==> config.mk <==
export PLATFORM = sky130hd
export DESIGN_NAME = spi_host_port
export DESIGN_NICKNAME = d
export VERILOG_FILES = /design/src/spi_host_pkg.sv /design/src/sck_half_timer.sv /design/src/spi_host_port.sv
export SDC_FILE = /design/constraint.sdc
export NUM_CORES = 1
export LEC_CHECK = 0
export BUFFER_PORTS_ARGS = -buffer_cell sky130_fd_sc_hd__buf_2
export CAP_MARGIN = 20
export CORE_ASPECT_RATIO = 0.5
export CORE_MARGIN = 3
export CORE_UTILIZATION = 45
export DETAILED_ROUTE_END_ITERATION = 16
export PLACE_DENSITY = 0.67
export SETUP_SLACK_MARGIN = 0.15
export SYNTH_ARGS = -nofsm -noshare
export SYNTH_HDL_FRONTEND = slang
export SYNTH_HIERARCHICAL = 1
export SYNTH_SLANG_ARGS = --single-unit
==> constraint.sdc <==
create_clock -name clk -period 2 [get_ports clk]
set_input_delay 0.5 -clock clk [delete_from_list [all_inputs] [get_ports clk]]
set_output_delay 0.5 -clock clk [all_outputs]
set_load 0.01 [all_outputs]
==> src/spi_host_pkg.sv <==
// constants shared by the serial host port and its timer
package spi_host_pkg;
    // system clock
    localparam int CLK_PERIOD_NS = 20;
    // half period of the generated serial clock, 6 system clocks, kept well above the device's 48 ns pulses
    localparam int SCK_HALF_NS = 120;
    localparam int SCK_HALF_CYCLES = (SCK_HALF_NS + CLK_PERIOD_NS - 1) / CLK_PERIOD_NS;
    // idle time after a write, normal mode
    localparam int IDLE_NORMAL_NS = 2000;
    localparam int IDLE_NORMAL_CYCLES = (IDLE_NORMAL_NS + CLK_PERIOD_NS - 1) / CLK_PERIOD_NS;
    // idle time after a write, suspend mode
    localparam int IDLE_SUSPEND_US = 450;
    localparam int IDLE_SUSPEND_CYCLES = (IDLE_SUSPEND_US * 1000 + CLK_PERIOD_NS - 1) / CLK_PERIOD_NS;
    localparam int GAP_WIDTH = 15;
    // frame layout
    localparam int BITS_PER_BYTE = 8;
    localparam logic DIR_WRITE = 1'b0;
    localparam logic DIR_READ = 1'b1;
    localparam int ADDR_WIDTH = 7;
    localparam int DATA_WIDTH = 8;
    localparam int LEN_WIDTH = 8;
    // dummy read target that gives chip select its first rising edge
    localparam logic [6:0] ADDR_PROBE = 7'h7f;
    // device registers that hold the interface selections
    localparam logic [6:0] ADDR_NONVOLATILE_CONFIG = 7'h70;
    localparam logic [6:0] ADDR_INTERFACE_CONFIG = 7'h6b;
    // input synchroniser depth
    localparam int SYNC_STAGES = 3;

    typedef enum logic [2:0] {
        ST_IDLE = 3'b000,
        ST_SETUP = 3'b001,
        ST_LOW = 3'b011,
        ST_HIGH = 3'b010,
        ST_TAIL = 3'b110,
        ST_GAP = 3'b111
    } host_state_t;
endpackage

==> src/sck_half_timer.sv <==
// half-period enable divider for the serial clock
`timescale 1ns/1ps
module sck_half_timer #(
    parameter int HALF_CYCLES = spi_host_pkg::SCK_HALF_CYCLES
) (
    input wire logic clk,
    input wire logic rstn,
    input wire logic run,
    output logic tick
);
    localparam int CW = (HALF_CYCLES > 1) ? $clog2(HALF_CYCLES) : 1;
    localparam logic [CW-1:0] LAST = CW'(HALF_CYCLES - 1);

    logic [CW-1:0] count_reg;
    logic [CW-1:0] count_next;

    always_comb begin
        count_next = count_reg;
        if (!run || count_reg == LAST) begin
            count_next = '0;
        end else begin
            count_next = count_reg + CW'(1);
        end
    end

    always_ff @(posedge clk or negedge rstn) begin
        if (!rstn) begin
            count_reg <= '0;
        end else begin
            count_reg <= count_next;
        end
    end

    assign tick = run && (count_reg == LAST);
endmodule

==> src/spi_host_port.sv <==
// serial host that drives the sensor's chip select, clock and data pins
`timescale 1ns/1ps
module spi_host_port #(
    parameter int HALF_CYCLES = spi_host_pkg::SCK_HALF_CYCLES,
    parameter int IDLE_NORMAL_CYCLES = spi_host_pkg::IDLE_NORMAL_CYCLES,
    parameter int IDLE_SUSPEND_CYCLES = spi_host_pkg::IDLE_SUSPEND_CYCLES
) (
    input wire logic clk,
    input wire logic rstn,
    input wire logic reqValid,
    output logic reqReady,
    input wire logic reqRead,
    input wire logic [spi_host_pkg::ADDR_WIDTH-1:0] reqAddr,
    input wire logic [spi_host_pkg::LEN_WIDTH-1:0] reqLen,
    input wire logic [spi_host_pkg::DATA_WIDTH-1:0] wrData,
    output logic wrTake,
    output logic [spi_host_pkg::DATA_WIDTH-1:0] rdData,
    output logic rdValid,
    output logic busy,
    output logic probeDone,
    input wire logic threeWire,
    input wire logic suspendMode,
    input wire logic clockMode11,
    output logic chipSelectLow,
    output logic sck,
    output logic serialDataInO,
    output logic serialDataInOe,
    input wire logic serialDataInI,
    input wire logic serialDataOut
);
    localparam int GW = spi_host_pkg::GAP_WIDTH;
    localparam int DW = spi_host_pkg::DATA_WIDTH;
    localparam int LW = spi_host_pkg::LEN_WIDTH;
    localparam logic [GW-1:0] GAP_NORMAL = GW'(IDLE_NORMAL_CYCLES);
    localparam logic [GW-1:0] GAP_SUSPEND = GW'(IDLE_SUSPEND_CYCLES);
    localparam logic [GW-1:0] GAP_READ = GW'(HALF_CYCLES);
    localparam logic [2:0] LAST_BIT = 3'(spi_host_pkg::BITS_PER_BYTE - 1);

    // three-stage synchronisers for the two device-driven data lines
    logic [1:0] pinIn;
    logic [1:0] sync1_reg;
    logic [1:0] sync2_reg;
    logic [1:0] sync3_reg;
    logic [1:0] stable_reg;
    logic [1:0] stable_next;

    assign pinIn = {serialDataInI, serialDataOut};

    genvar g;
    generate
        for (g = 0; g < 2; g++) begin : gSync
            always_comb begin
                stable_next[g] = stable_reg[g];
                if (sync2_reg[g] == sync3_reg[g]) begin
                    stable_next[g] = sync3_reg[g];
                end
            end
            always_ff @(posedge clk or negedge rstn) begin
                if (!rstn) begin
                    sync1_reg[g] <= 1'b0;
                    sync2_reg[g] <= 1'b0;
                    sync3_reg[g] <= 1'b0;
                    stable_reg[g] <= 1'b0;
                end else begin
                    sync1_reg[g] <= pinIn[g];
                    sync2_reg[g] <= sync1_reg[g];
                    sync3_reg[g] <= sync2_reg[g];
                    stable_reg[g] <= stable_next[g];
                end
            end
        end
    endgenerate

    // frame sequencer state
    spi_host_pkg::host_state_t state_reg;
    spi_host_pkg::host_state_t state_next;
    logic tick;
    logic run;
    logic [2:0] bitCnt_reg;
    logic [2:0] bitCnt_next;
    logic [LW-1:0] bytesLeft_reg;
    logic [LW-1:0] bytesLeft_next;
    logic inHeader_reg;
    logic inHeader_next;
    logic isRead_reg;
    logic isRead_next;
    logic isProbe_reg;
    logic isProbe_next;
    logic mode11_reg;
    logic mode11_next;
    logic wire3_reg;
    logic wire3_next;
    logic [DW-1:0] txShift_reg;
    logic [DW-1:0] txShift_next;
    logic [DW-1:0] rxShift_reg;
    logic [DW-1:0] rxShift_next;
    logic dataOut_reg;
    logic dataOut_next;
    logic sck_reg;
    logic sck_next;
    logic csLow_reg;
    logic csLow_next;
    logic [GW-1:0] gap_reg;
    logic [GW-1:0] gap_next;
    logic probePending_reg;
    logic probePending_next;
    logic [DW-1:0] rdData_reg;
    logic [DW-1:0] rdData_next;
    logic rdValid_reg;
    logic rdValid_next;
    logic wrTake_reg;
    logic wrTake_next;
    logic idleMode11;
    logic rxBit;
    logic [DW-1:0] rxByte;

    // three-wire framing forces mode 11 so chip select moves with the clock high
    assign idleMode11 = clockMode11 | threeWire;
    assign run = (state_reg != spi_host_pkg::ST_IDLE) && (state_reg != spi_host_pkg::ST_GAP);
    assign rxBit = wire3_reg ? stable_reg[1] : stable_reg[0];
    assign rxByte = {rxShift_reg[DW-2:0], rxBit};

    sck_half_timer #(
        .HALF_CYCLES(HALF_CYCLES)
    ) uHalf (
        .clk(clk),
        .rstn(rstn),
        .run(run),
        .tick(tick)
    );

    always_comb begin
        state_next = state_reg;
        bitCnt_next = bitCnt_reg;
        bytesLeft_next = bytesLeft_reg;
        inHeader_next = inHeader_reg;
        isRead_next = isRead_reg;
        isProbe_next = isProbe_reg;
        mode11_next = mode11_reg;
        wire3_next = wire3_reg;
        txShift_next = txShift_reg;
        rxShift_next = rxShift_reg;
        dataOut_next = dataOut_reg;
        sck_next = sck_reg;
        csLow_next = csLow_reg;
        gap_next = gap_reg;
        probePending_next = probePending_reg;
        rdData_next = rdData_reg;
        rdValid_next = 1'b0;
        wrTake_next = 1'b0;
        unique case (state_reg)
            spi_host_pkg::ST_IDLE: begin
                sck_next = idleMode11;
                if (probePending_reg || reqValid) begin
                    // dummy single read gives the port its first chip select rise
                    isProbe_next = probePending_reg;
                    isRead_next = probePending_reg ? spi_host_pkg::DIR_READ : reqRead;
                    txShift_next = probePending_reg ? {spi_host_pkg::DIR_READ, spi_host_pkg::ADDR_PROBE}
                        : {reqRead, reqAddr};
                    bytesLeft_next = (probePending_reg || reqLen == '0) ? LW'(1) : reqLen;
                    mode11_next = idleMode11;
                    wire3_next = threeWire;
                    inHeader_next = 1'b1;
                    bitCnt_next = '0;
                    csLow_next = 1'b1;
                    state_next = spi_host_pkg::ST_SETUP;
                end
            end
            spi_host_pkg::ST_SETUP: begin
                if (tick) begin
                    state_next = spi_host_pkg::ST_LOW;
                    sck_next = 1'b0;
                    dataOut_next = txShift_reg[DW-1];
                    txShift_next = {txShift_reg[DW-2:0], 1'b0};
                end
            end
            spi_host_pkg::ST_LOW: begin
                if (tick) begin
                    state_next = spi_host_pkg::ST_HIGH;
                    sck_next = 1'b1;
                end
            end
            spi_host_pkg::ST_HIGH: begin
                if (tick) begin
                    // sample late in the high phase to cover output delay and synchroniser
                    rxShift_next = rxByte;
                    bitCnt_next = bitCnt_reg + 3'(1);
                    state_next = spi_host_pkg::ST_LOW;
                    sck_next = 1'b0;
                    dataOut_next = txShift_reg[DW-1];
                    txShift_next = {txShift_reg[DW-2:0], 1'b0};
                    if (bitCnt_reg == LAST_BIT) begin
                        if (inHeader_reg) begin
                            inHeader_next = 1'b0;
                            if (!isRead_reg) begin
                                dataOut_next = wrData[DW-1];
                                txShift_next = {wrData[DW-2:0], 1'b0};
                                wrTake_next = 1'b1;
                            end
                        end else begin
                            bytesLeft_next = bytesLeft_reg - LW'(1);
                            if (isRead_reg && !isProbe_reg) begin
                                rdData_next = rxByte;
                                rdValid_next = 1'b1;
                            end
                            if (bytesLeft_reg == LW'(1)) begin
                                state_next = spi_host_pkg::ST_TAIL;
                                sck_next = mode11_reg;
                            end else if (!isRead_reg) begin
                                // device steps the address, so the next byte simply follows
                                dataOut_next = wrData[DW-1];
                                txShift_next = {wrData[DW-2:0], 1'b0};
                                wrTake_next = 1'b1;
                            end
                            // reads continue with chip select low for the next address
                        end
                    end
                end
            end
            spi_host_pkg::ST_TAIL: begin
                if (tick) begin
                    csLow_next = 1'b0;
                    probePending_next = 1'b0;
                    state_next = spi_host_pkg::ST_GAP;
                    if (isRead_reg) begin
                        gap_next = GAP_READ;
                    end else if (suspendMode) begin
                        gap_next = GAP_SUSPEND;
                    end else begin
                        gap_next = GAP_NORMAL;
                    end
                end
            end
            spi_host_pkg::ST_GAP: begin
                sck_next = idleMode11;
                if (gap_reg <= GW'(1)) begin
                    state_next = spi_host_pkg::ST_IDLE;
                end else begin
                    gap_next = gap_reg - GW'(1);
                end
            end
            default: begin
                state_next = spi_host_pkg::ST_IDLE;
                csLow_next = 1'b0;
            end
        endcase
    end

    always_ff @(posedge clk or negedge rstn) begin
        if (!rstn) begin
            state_reg <= spi_host_pkg::ST_IDLE;
            bitCnt_reg <= '0;
            bytesLeft_reg <= '0;
            inHeader_reg <= 1'b0;
            isRead_reg <= 1'b0;
            isProbe_reg <= 1'b0;
            mode11_reg <= 1'b0;
            wire3_reg <= 1'b0;
            txShift_reg <= '0;
            rxShift_reg <= '0;
            dataOut_reg <= 1'b0;
            sck_reg <= 1'b0;
            csLow_reg <= 1'b0;
            gap_reg <= '0;
            probePending_reg <= 1'b1;
            rdData_reg <= '0;
            rdValid_reg <= 1'b0;
            wrTake_reg <= 1'b0;
        end else begin
            state_reg <= state_next;
            bitCnt_reg <= bitCnt_next;
            bytesLeft_reg <= bytesLeft_next;
            inHeader_reg <= inHeader_next;
            isRead_reg <= isRead_next;
            isProbe_reg <= isProbe_next;
            mode11_reg <= mode11_next;
            wire3_reg <= wire3_next;
            txShift_reg <= txShift_next;
            rxShift_reg <= rxShift_next;
            dataOut_reg <= dataOut_next;
            sck_reg <= sck_next;
            csLow_reg <= csLow_next;
            gap_reg <= gap_next;
            probePending_reg <= probePending_next;
            rdData_reg <= rdData_next;
            rdValid_reg <= rdValid_next;
            wrTake_reg <= wrTake_next;
        end
    end

    // chip select pin is active low; reset leaves it high
    assign chipSelectLow = !csLow_reg;
    assign sck = sck_reg;
    assign serialDataInO = dataOut_reg;
    // three-wire: release the shared pin while the device returns read data
    assign serialDataInOe = wire3_reg ? (csLow_reg && !(isRead_reg && !inHeader_reg)) : 1'b1;
    assign reqReady = (state_reg == spi_host_pkg::ST_IDLE) && !probePending_reg;
    assign busy = (state_reg != spi_host_pkg::ST_IDLE);
    assign probeDone = !probePending_reg;
    assign rdData = rdData_reg;
    assign rdValid = rdValid_reg;
    assign wrTake = wrTake_reg;
endmodule

Word-level counts from Yosys, hierarchy flattened
Index checks and enable logic that the tools add are counted.

Bits in registers: 74. Input bits: 32. Output and inout port bits: 17. Word-level logic and storage cells: 160.

$add $sub $neg: 4. Magnitude comparators: 1. Equal/unequal tests: 20. Muxes and demuxes: 67. Bitwise operators: 3. Reductions and logical operators: 38.

Operators by type and width (count): $mux 8 (13); $mux 15 (4); $mux 3 (12); $pmux 15 s2 (1); $mux 1 (29); $pmux 8 s3 (1); $ne 2x2->1 const B (9); $pmux 3 s6 (1); $pmux 8 s2 (1); $le 15x1->1 const B (1); $sub 15x1->15 const B (1); $eq 3x3->1 const B (4); $reduce_and 3->1 (4); $reduce_and 4->1 (3); $reduce_and 5->1 (2); $eq 8x1->1 const B (1); $logic_not 8->1 (1); $sub 8x1->8 const B (1); $add 3x1->3 const B (2); $eq 3x2->1 const B (2); $logic_and 1x1->1 (6); $logic_not 1->1 (6); $pmux 3 s2 (1); $reduce_and 2->1 (3); 16 further kinds (24).

Longest topological paths before layout
Gate-level depths: netlist of run 1.

Depth in word-level cells: 7. Mapped depth: 11. Depth with buffers taken out: 8.

Modules after synthesis
Netlist of run 1, hierarchy kept.

Modules (own cells, without submodules): spi_host_port (times used 1, cells an instance 375, area an instance 3727.3 um^2, seq. area each 1778.0 um^2); sck_half_timer (times used 1, cells an instance 13, area an instance 148.9 um^2, seq. area each 75.1 um^2).

Least setup slack after synthesis of run 1
OpenSTA, ideal clock, no wires.

Path type: reg2reg. Start: register state_reg[1]. End: register bytesLeft_reg[7]. Library setup time: 0.129 ns. Data arrival time: 2.115 ns. Data required time: 1.871 ns. Setup slack: -0.244 ns. Cell stages (with the launch flop): 12. Buffers on the path: 3. Period minus slack after synthesis: 2.244 ns. Cells stage by stage: dfrtp_1 > buf_4 > clkbuf_1 > nor3_1 > nor2_1 > and3_2 > nand2b_1 > o2111ai_1 > a21o_1 > buf_4 > o21ai_0 > o21ai_0.

Longest elaborated chain between the ends: 5. Elaborated cells between the ends (all ways): 13. Classes of those cells: 6 x eq/ne; 1 x mux; 6 x reduce/logical.

RTL lines: start: declaration (line spi_host_port.sv:75) `spi_host_pkg::host_state_t state_reg;`; start signal: assignment (line spi_host_port.sv:251) `state_reg <= spi_host_pkg::ST_IDLE;`; start signal: assignment (line spi_host_port.sv:270) `state_reg <= state_next;`; $ne 3x3->1 or $reduce_bool 3->1 (tied branches) (line spi_host_port.sv:119) `assign run = (state_reg != spi_host_pkg::ST_IDLE) && (state_reg != spi_host_pkg::ST_GAP);`; $logic_and 1x1->1 * (line spi_host_port.sv:119); via run (line spi_host_port.sv:78) `logic run;`; $logic_and 1x1->1 * (line sck_half_timer.sv:34) `assign tick = run && (count_reg == LAST);`; via tick (line spi_host_port.sv:77) `logic tick;`; $ne 2x2->1 (no line) *; $reduce_and 5->1 (no line) *; end signal: assignment (line spi_host_port.sv:272) `bytesLeft_reg <= bytesLeft_next;`; end: declaration (line spi_host_port.sv:81) `logic [LW-1:0] bytesLeft_reg;`.

Mark *: on every way through the listed nets, which the timed path passes. The rest lies on a longest branch. A chain may end at the register's enable or synchronous reset.

Worst setup path after layout of run 1
Start: register state_reg[1]. End: register bytesLeft_reg[0].

The elaborated chain is that of the path after synthesis.

==> impl_metrics.json, run 1 <==
{
  "arrival_ps": 2190,
  "cts_buffer_depth": 2,
  "largest_register_ffs": 15,
  "synth-main-ff-cell": "dfrtp_1",
  "vias": 3471,
  "drt_iter0_markers": 217,
  "syn_area_per_cell_um2": 9.990,
  "place_congestion": 0.9151,
  "wirelength_um": 9957,
  "reg2reg_from": "state_reg[1]",
  "die_w_um": 137.3,
  "final_area_um2": 5338,
  "place_area_um2": 4572,
  "ant_nets": 0,
  "syn_area_um2": 3876,
  "io_pins": 49,
  "startpoint": "state_reg[1]",
  "yosys.area_share.xor_xnor_pct": 0.2260,
  "setup_viol": 0,
  "synth_cell_types": 64,
  "synth_compound_area_share_pct": 20.79,
  "status": "finished, final reports clean",
  "setup_tns_ps": 0,
  "critical_path_class": "reg2reg",
  "hold_ws_ps": 97.64,
  "leakagePower_nw": 2.423,
  "clock_sinks": 74,
  "viasPerCell": 5.718,
  "overflow": 0,
  "grt_pass1_wl_um": 15750,
  "pwr_density_cell_nw_per_um2": 962.6,
  "synth_mux_area_share_pct": 6.617,
  "die_h_um": 71.63,
  "min_period_ps": 1950,
  "synthAdderAreaFrac_pct": 3.099,
  "cpPeakStageDelay_ps": 440,
  "ys_seq_area_share_pct": 47.81,
  "core_area_um2": 8173,
  "slew-limit-headroom_pct": 65.39,
  "final_util_pct": 65.31,
  "grt_max_degree": 35,
  "crit_buf_inv": 0,
  "crit_family": "simple AND/OR/NAND/NOR gates",
  "cts_tree": "yes",
  "crit_required_ps": 2240,
  "fmax_mhz": 512.7,
  "critPathMostFrequentCell": "and3_4",
  "grt_pass1_vias": 3193,
  "layout-drive-gt1-share_pct": 42.42,
  "synth-simple-area-share_pct": 17.79,
  "drt-wirelength-per-cell_um": 16.40,
  "ctsHtreeMaxLevel": 3,
  "io_buffers": 48,
  "tightestPinTransition_ps": 515.2,
  "fin_skew_ps": 3.582,
  "synth_fp_nets": 428,
  "endpoint_kind": "flop",
  "crit_path_start_kind": "flop",
  "synth_top_family_by_area": "compound AO/OA/AOI/OAI gates",
  "hold_viol": 0,
  "hold_buffers": 0,
  "total_power_mw": 5.138,
  "row_count": 23,
  "dpl.hpwl_um": 6781,
  "die_area_um2": 9831,
  "fin_nets": 530,
  "syn_inst": 388,
  "grt_setup_unrepaired": "yes",
  "crit_chain": "and3_4 -> nor2_4 -> and3_4 -> nand2b_4 -> o2111ai_4 -> a21o_4 -> or3_4 -> o311ai_2",
  "synth-edff-count": 0,
  "clk_latency_ps": 340,
  "cp_max_fo": 5,
  "cts_root_buffer": "clkbuf_16",
  "vdd_drop_max_mv": 0.4571,
  "yosysWarnings": 6,
  "cpMaxStageDelayCell": "dfrtp_2",
  "grt_antenna_before_repair": 0,
  "synthArstFlopShare_pct": 100.0,
  "start_util_pct": 47.43,
  "first_pass_iters": 5,
  "cts_buffers": 9,
  "antennaDiodeCount": 0,
  "ys_seq_elements": 74,
  "path_clk_slew_ps": 60,
  "min_period_over_period_pct": 97.52,
  "grt_usage_pct": 20.51,
  "synthToLayoutAreaGrowth_pct": 37.70,
  "max_cap_viol_count": 0,
  "drv_slew": 0,
  "hold_class": "in2async",
  "drc_errors": 0
}
-- kinds of logic after synthesis --
group | Yosys count
AOI/OAI and AO/OA | 120
xor gates and xnor gates | 1
buffers and inverters | 31
and+or+nand+nor | 129
DFF | 74
adders and majority gates | 10
muxes | 23
-- where the power goes --
group          internal, mW  leakage, nW  switching, mW
combinational         0.674         1.35          0.740
sequential             1.74        0.922          0.199
clock                  1.10        0.153          0.682
total                  3.52         2.42           1.62
-- worst register-to-register path, delay by kind of cell (launching register included) --
kind	cells	cell delay (ps)
AOI/OAI and AO/OA	3	440
DFF	1	440
and+or+nand+nor	5	980
-- layer usage --
layer	track usage, %	vias up	wire (um)
li1	-	1653	-
met1	28.84	1691	4559
met2	31.52	114	4653
met3	6.381	13	621
met4	4.535	0	122
met5	0	-	0
-- cell usage in the layout (no fill, tap or decap), types with 5 or more instances in the layout --
cell	synthesis	final
a21oi_1	28	27
o21ai_0	32	17
a32oi_1	5	5
mux2_2	21	18
inv_1	14	12
nand2_1	26	24
buf_4	2	49
dfrtp_1	73	70
nor3_1	7	5
and3_1	8	5
nand3_1	10	8
o21ai_1	2	8
a31oi_1	8	8
clkbuf_16	0	10
o31ai_1	6	6
ha_1	8	6
nor2_1	46	43
o21ai_2	0	7
buf_2	8	47
-- worst paths after layout --
check                           slack, ps  cells after the start               end
min in group clk                      260                      1      sync1_reg[1]
worst min register to register        360                      0      sync2_reg[0]
worst max-delay path                   50                      8  bytesLeft_reg[0]
worst min-delay path                  100                      1         rdData[5]
max in group asynchronous            1340                      2  probePending_reg
worst max register to register         50                      8  bytesLeft_reg[0]
-- synthesized netlist by cell type, types with 2 or more instances --
library cell | count | area share (%)
a211oi_1 | 5 | 0.97
a21boi_0 | 2 | 0.39
a21o_1 | 2 | 0.39
a21oi_1 | 28 | 3.6
a221oi_1 | 7 | 1.6
a22o_1 | 2 | 0.45
a31oi_1 | 8 | 1.3
a32oi_1 | 5 | 1.1
and2_1 | 2 | 0.32
and3_1 | 8 | 1.3
and3_2 | 2 | 0.39
buf_2 | 8 | 1.0
buf_4 | 2 | 0.39
clkbuf_1 | 4 | 0.39
dfrtp_1 | 73 | 47
ha_1 | 8 | 2.6
inv_1 | 14 | 1.4
maj3_1 | 2 | 0.52
mux2_2 | 21 | 6.1
mux2i_1 | 2 | 0.52
nand2_1 | 26 | 2.5
nand2b_1 | 4 | 0.65
nand3_1 | 10 | 1.3
nand3_2 | 2 | 0.52
nor2_1 | 46 | 4.5
nor3_1 | 7 | 0.90
nor3_4 | 2 | 0.84
nor4_1 | 2 | 0.32
o21a_1 | 3 | 0.58
o21ai_0 | 32 | 4.1
o21ai_1 | 2 | 0.26
o22ai_1 | 2 | 0.32
o311ai_0 | 3 | 0.68
o31ai_1 | 6 | 1.2
o32a_1 | 3 | 0.77
or2_2 | 2 | 0.32
or3_1 | 4 | 0.65
-- repair_timing --
action / 4_1_cts / 5_1_grt
endpoints found under the setup margin: 32 / 55
pin swaps: 5 / 8
gates cloned: 0 / 2
setup buffers: 9 / 9
gates resized for setup: 32 / 43
-- layout make-up --
class | count | area (um^2)
clock buffers | 9 | 225.2
clock inverters | 7 | 101.3
fillers | 641 | 2835
inverters | 15 | 63.81
multi-input cells | 284 | 2182
flip-flops and latches | 74 | 1857
well taps | 112 | 140.1
repair buffers | 106 | 768.2
-- per-stage QoR --
stage               setup WS (ps)  cells
floorplan                  -48.19    388
global placement            49.19    571
detailed placement         -29.66    571
CTS                         39.83    596
global route               -29.08    607
finish                      49.54    607
Power figures use the tool's default switching activity.
==> inputs of run 2 (changes only) <==
--- a/config.mk
+++ b/config.mk
@@ -5,6 +5,7 @@
 export SDC_FILE = /design/constraint.sdc
 export NUM_CORES = 1
 export LEC_CHECK = 0
+export ABC_CLOCK_PERIOD_IN_PS = 2000
 export BUFFER_PORTS_ARGS = -buffer_cell sky130_fd_sc_hd__buf_2
 export CAP_MARGIN = 20
 export CORE_ASPECT_RATIO = 0.5
==> constraint.sdc (replaced) <==
create_clock -name clk -period 2 [get_ports clk]
set_input_delay 0.1 -clock clk [delete_from_list [all_inputs] [get_ports clk]]
set_output_delay 0.1 -clock clk [all_outputs]
set_load 0.01 [all_outputs]
==> run 2 against run 1 <==
Compared with the run above:
- critical path depth unchanged
- sequential cell count unchanged
- setup slack better by 15 ps
- combinational power up 9%
- total power up 1.8%
- die area unchanged
- clock power about the same
- fmax up 0.79%
- first-iteration DRC count down 18%
- sequential share of layout area down 0.79 points
- wire length up 4.1%
- core utilization up 1.4 points
==> impl_metrics.json, run 2 (synthesis gave the netlist of run 1 again) <==
{
  "status": "finished, final reports clean",
  "grt_antenna_before_repair": 0,
  "dpl.hpwl_um": 6741,
  "drt-wirelength-per-cell_um": 16.75,
  "clkPwrFrac_pct": 33.5,
  "drv_slew": 0,
  "largest_register_ffs": 15,
  "hold_viol": 0,
  "cpPeakStageDelay_ps": 400,
  "start_util_pct": 47.43,
  "critical_path_class": "reg2reg",
  "fin_nets": 542,
  "setup_viol": 0,
  "cts_tree": "yes",
  "power_frac_seq_pct": 37.1,
  "max_cap_viol_count": 0,
  "path_clk_slew_ps": 60,
  "fin_skew_ps": 6.765,
  "io_buffers": 48,
  "clk_latency_ps": 330,
  "hold_class": "in2reg",
  "crit_path_start_kind": "flop",
  "endpoint_kind": "flop",
  "swShare_pct": 31.20,
  "drc_errors": 0,
  "die_w_um": 137.3,
  "min_period_ps": 1935,
  "clock_sinks": 74,
  "crit_chain": "buf_4 -> nor3_4 -> nor2_4 -> and3_4 -> buf_6 -> and3_4 -> buf_4 -> o32a_1",
  "vias": 3486,
  "layout.cells.most_common_list": "dfrtp_1 (72), buf_4 (58), buf_2 (47)",
  "synthToLayoutAreaGrowth_pct": 40.70,
  "tightestPinTransition_ps": 504.0,
  "core_area_um2": 8173,
  "crit_required_ps": 2210,
  "leakagePower_nw": 2.496,
  "place_congestion": 0.9041,
  "ant_nets": 0,
  "io_pins": 49,
  "total_power_mw": 5.232,
  "min_period_over_period_pct": 96.76,
  "slew-limit-headroom_pct": 66.40,
  "vdd_drop_max_mv": 0.4470,
  "viasPerCell": 5.632,
  "row_count": 23,
  "first_pass_iters": 5,
  "grt_usage_pct": 21.01,
  "die_area_um2": 9831,
  "grt_setup_unrepaired": "yes",
  "arrival_ps": 2150,
  "die_h_um": 71.63,
  "setup_tns_ps": 0,
  "antennaDiodeCount": 0,
  "final_util_pct": 66.73,
  "layout-drive-gt1-share_pct": 43.59,
  "ctsHtreeMaxLevel": 3,
  "grt_pass1_vias": 3350,
  "cts_buffer_depth": 2,
  "grt_max_degree": 39,
  "layout_commonest_cell": "dfrtp_1",
  "pwr_density_cell_nw_per_um2": 959.4,
  "fmax_mhz": 516.7,
  "cts_root_buffer": "clkbuf_16",
  "cpMaxStageDelayCell": "dfrtp_1",
  "wirelength_um": 10370,
  "power.switching_mw": 1.633,
  "internal_power_mw": 3.600,
  "comb_power_share_pct": 29.4,
  "grt_pass1_wl_um": 16260,
  "overflow": 0,
  "cp_max_fo": 6,
  "cts_buffers": 9,
  "drt_iter0_markers": 179,
  "hold_ws_ps": 52.40
}
## run 2: cell count changes in the layout (fill, tap and decap cells not counted), moves of 3 or more
cell	change
buf_4	+9
buf_6	+3
dlygate4sd3_1	+3
o21ai_1	-3
## run 2: per-stage QoR
step / cell area, um^2 / worst slack [ps] / instances
after floorplan: 4003 / -48.19 / 388
after CTS: 5166 / 59.33 / 603
after global placement: 4557 / 75.65 / 569
final: 5454 / 64.78 / 619
after global routing: 5454 / 11.30 / 619
after detailed placement: 4557 / -31.37 / 569
## run 2: cell type report
type,instances,area (um^2)
fill,613,2719
multi-input combinational,283,2203
sequential,74,1854
timing repair buffer,119,867.1
clock buffer,10,239.0
tap,112,140.1
clock inverter,6,90.09
inverter,15,60.06
## run 2: final timing paths
kind                         startpoint                to  slack [ps]  depth (start not counted)
max                        state_reg[2]        gap_reg[9]          60                          8
min reg2reg                sync1_reg[1]      sync2_reg[1]         350                          0
max in group asynchronous          rstn  probePending_reg        1080                          3
min                           threeWire         wire3_reg          50                          2
min in group asynchronous          rstn           rdValid         280                          2
max reg2reg                state_reg[2]        gap_reg[9]          60                          8
## run 2: layer usage
layer  wire (um)  global-route usage (%)  up-vias
met1        4704                   29.23     1741
met2        5132                   33.42       68
met3         433                   4.979       10
li1            -                       -     1667
met4          97                   5.531        0
met5           0                       0        -
## run 2: power groups by stage
stage / logic, mW / clock network (mW) / registers (mW)
3_3_place_gp: 1.15 / 0 / 1.93
6_report: 1.54 / 1.75 / 1.94
5_1_grt: 1.67 / 1.86 / 1.97
3_5_place_dp: 1.18 / 0 / 1.94
4_1_cts: 1.34 / 1.78 / 1.92
2_1_floorplan: 0.768 / 0 / 1.90
## run 2: worst max-delay path: cells and delay by family (launching register included)
kind,cells,cell delay [ps]
simple gates,4,670
compound gates,1,320
buf+inv,3,430
flops,1,400
## run 2: what timing repair did
item | CTS | global route
pin swaps | 9 | 21
hold endpoints to repair | 38 | 0
gates resized for setup | 29 | 50
setup endpoints to repair | 24 | 54
cloned | 1 | 0
hold buffers | 3 | 0
buffers inserted | 14 | 16
==> inputs of run 3 (changes only) <==
--- a/config.mk
+++ b/config.mk
@@ -5,14 +5,13 @@
 export SDC_FILE = /design/constraint.sdc
 export NUM_CORES = 1
 export LEC_CHECK = 0
-export ABC_CLOCK_PERIOD_IN_PS = 2000
-export BUFFER_PORTS_ARGS = -buffer_cell sky130_fd_sc_hd__buf_2
+export ABC_CLOCK_PERIOD_IN_PS = 1800
+export BUFFER_PORTS_ARGS = -buffer_cell sky130_fd_sc_hd__clkbuf_2
 export CAP_MARGIN = 20
 export CORE_ASPECT_RATIO = 0.5
 export CORE_MARGIN = 3
 export CORE_UTILIZATION = 45
 export DETAILED_ROUTE_END_ITERATION = 16
-export PLACE_DENSITY = 0.67
 export SETUP_SLACK_MARGIN = 0.15
 export SYNTH_ARGS = -nofsm -noshare
 export SYNTH_HDL_FRONTEND = slang
==> constraint.sdc (replaced) <==
create_clock -name clk -period 1.8 [get_ports clk]
set_input_delay 0.09 -clock clk [delete_from_list [all_inputs] [get_ports clk]]
set_output_delay 0.09 -clock clk [all_outputs]
set_load 0.01 [all_outputs]
==> run 3 against run 2 <==
Compared with the run above:
- the flow now finishes with violations (setup timing)
- core utilization up 4.6 points
- setup slack got worse by 180 ps
- register-to-register slack got worse by 180 ps
- wire length rose by 6.6%
- global-route usage increased by 2.9 points
- critical endpoint is now bytesLeft_reg[0]
==> impl_metrics.json, run 3 (synthesis gave the netlist of run 1 again) <==
{
  "status": "finished, violations left",
  "violations": "setup timing",
  "dpl.hpwl_um": 7570,
  "fin_skew_ps": 12.67,
  "clock_sinks": 74,
  "io_pins": 49,
  "cp_max_fo": 4,
  "grt_use_met1_pct": 31.78,
  "drc_errors": 0,
  "grt_usage_pct": 23.88,
  "drv_slew": 0,
  "crit_buf_inv": 1,
  "synthToLayoutAreaGrowth_pct": 50.39,
  "setup_ws_ps": -111.0,
  "grt_use_met3_pct": 5.189,
  "layout.cells.most_common_list": "buf_4 (77), dfrtp_1 (72), clkbuf_2 (45)",
  "total_power_mw": 5.848,
  "path_clk_slew_ps": 70,
  "place_congestion": 0.9162,
  "ctsHtreeMaxLevel": 3,
  "crit_family": "simple AND/OR/NAND/NOR gates",
  "clk_latency_ps": 340,
  "grt_max_degree": 63,
  "cpPeakStageDelay_ps": 390,
  "place_area_um2": 4837,
  "crit_chain": "buf_4 -> nor3_4 -> nor2_4 -> and3_4 -> nand2b_4 -> o2111ai_4 -> a21o_4 -> or3_4 -> o311ai_2",
  "cts_buffers": 9,
  "crit_path_start_kind": "flop",
  "overflow": 0,
  "grt_antenna_before_repair": 0,
  "tightestPinTransition_ps": 394.2,
  "arrival_ps": 2140,
  "layout_commonest_cell": "buf_4",
  "viasPerCell": 5.752,
  "die_area_um2": 9831,
  "busiest_layer": "met2",
  "max_cap_viol_count": 0,
  "first_pass_iters": 5,
  "die_h_um": 71.63,
  "cpMaxStageDelayCell": "dfrtp_1",
  "vdd_drop_max_mv": 0.5540,
  "grt_setup_unrepaired": "yes",
  "wirelength_um": 11050,
  "cts_buffer_depth": 2,
  "hold_class": "in2reg",
  "fmax_mhz": 523.3,
  "hold_viol": 0,
  "grt_pass1_vias": 3809,
  "io_buffers": 48,
  "antennaDiodeCount": 0,
  "pwr_density_cell_nw_per_um2": 1003,
  "layout-drive-gt1-share_pct": 50.56,
  "cts_tree": "yes",
  "core_area_um2": 8173,
  "final_util_pct": 71.33,
  "cts_root_buffer": "clkbuf_16",
  "setup_viol": 42,
  "leakagePower_nw": 2.646,
  "drt_iter0_markers": 251,
  "final_area_um2": 5829,
  "critical_path_class": "reg2reg",
  "start_util_pct": 47.43,
  "row_count": 23,
  "crit_required_ps": 2030,
  "slew-limit-headroom_pct": 73.38,
  "grt_use_met2_pct": 40.15,
  "min_period_over_period_pct": 106.2,
  "setup_tns_ps": -1435,
  "min_period_ps": 1911,
  "die_w_um": 137.3,
  "largest_register_ffs": 15,
  "vias": 3727,
  "endpoint_kind": "flop",
  "grt_pass1_wl_um": 18590,
  "fin_nets": 571,
  "drt-wirelength-per-cell_um": 17.05,
  "ant_nets": 0
}
## run 3: changes by cell type in the layout (fill, tap and decap cells not counted), moves of 5 or more
cell	delta
clkbuf_2	+45
buf_2	-44
buf_4	+19
o21ai_0	-10
o21ai_1	+8
buf_6	+6
nor2_1	-5
nor2_2	+5
o21ai_2	+5
## run 3: timing repair
item                                    CTS  global route
gates cloned                              2             1
resized for setup                        82            40
setup buffers                            18             5
pin swaps                                28            24
endpoints found under the setup margin   57            63
endpoints found under the hold margin    14             0
hold buffers                              3             0
## run 3: path summary, 6_finish.rpt
| check | start | end | slack (ps) | cells after the start |
|---|---|---|---|---|
| max in group asynchronous | rstn | probePending_reg | 930 | 3 |
| min | reqLen[7] | bytesLeft_reg[7] | 50 | 3 |
| max reg2reg | state_reg[2] | bytesLeft_reg[0] | -110 | 9 |
| max | state_reg[2] | bytesLeft_reg[0] | -110 | 9 |
| min in group asynchronous | rstn | bytesLeft_reg[4] | 180 | 2 |
| min reg2reg | sync1_reg[1] | sync2_reg[1] | 350 | 0 |
## run 3: worst min-delay path, delay by kind of cell
| family | cells | cell delay, ps |
|---|---|---|
| AO/OA/AOI/OAI | 2 | 170 |
| buffers and inverters | 1 | 90 |
## run 3: area by class of cell
cell class / count / area [um^2]
tap: 112 / 140.1
clock inverter: 6 / 72.57
timing repair buffer: 146 / 1100
fill: 615 / 2344
clock buffer: 10 / 239.0
inverter: 15 / 60.06
multi-input combinational: 285 / 2364
sequential: 74 / 1854
## run 3: report_power, final
part           leakage [nW]  switching (mW)  internal, mW
Combinational          1.57           0.946         0.908
Clock                 0.150           0.729          1.13
Sequential            0.923           0.208          1.93
## run 3: routing by layer
layer	up-vias	wire length (um)
li1	1725	-
met1	1862	4923
met2	124	5439
met3	16	549
met4	0	135
met5	-	0
## run 3: through the flow
step,cells,setup slack [ps],hold slack [ps]
after CTS,642,-105.7,31.96
after global placement,603,-84.29,3.871
after global routing,648,-187.0,47.59
after floorplan,388,-248.2,-205.6
final,648,-111.0,50.84
after detailed placement,603,-199.4,8.770
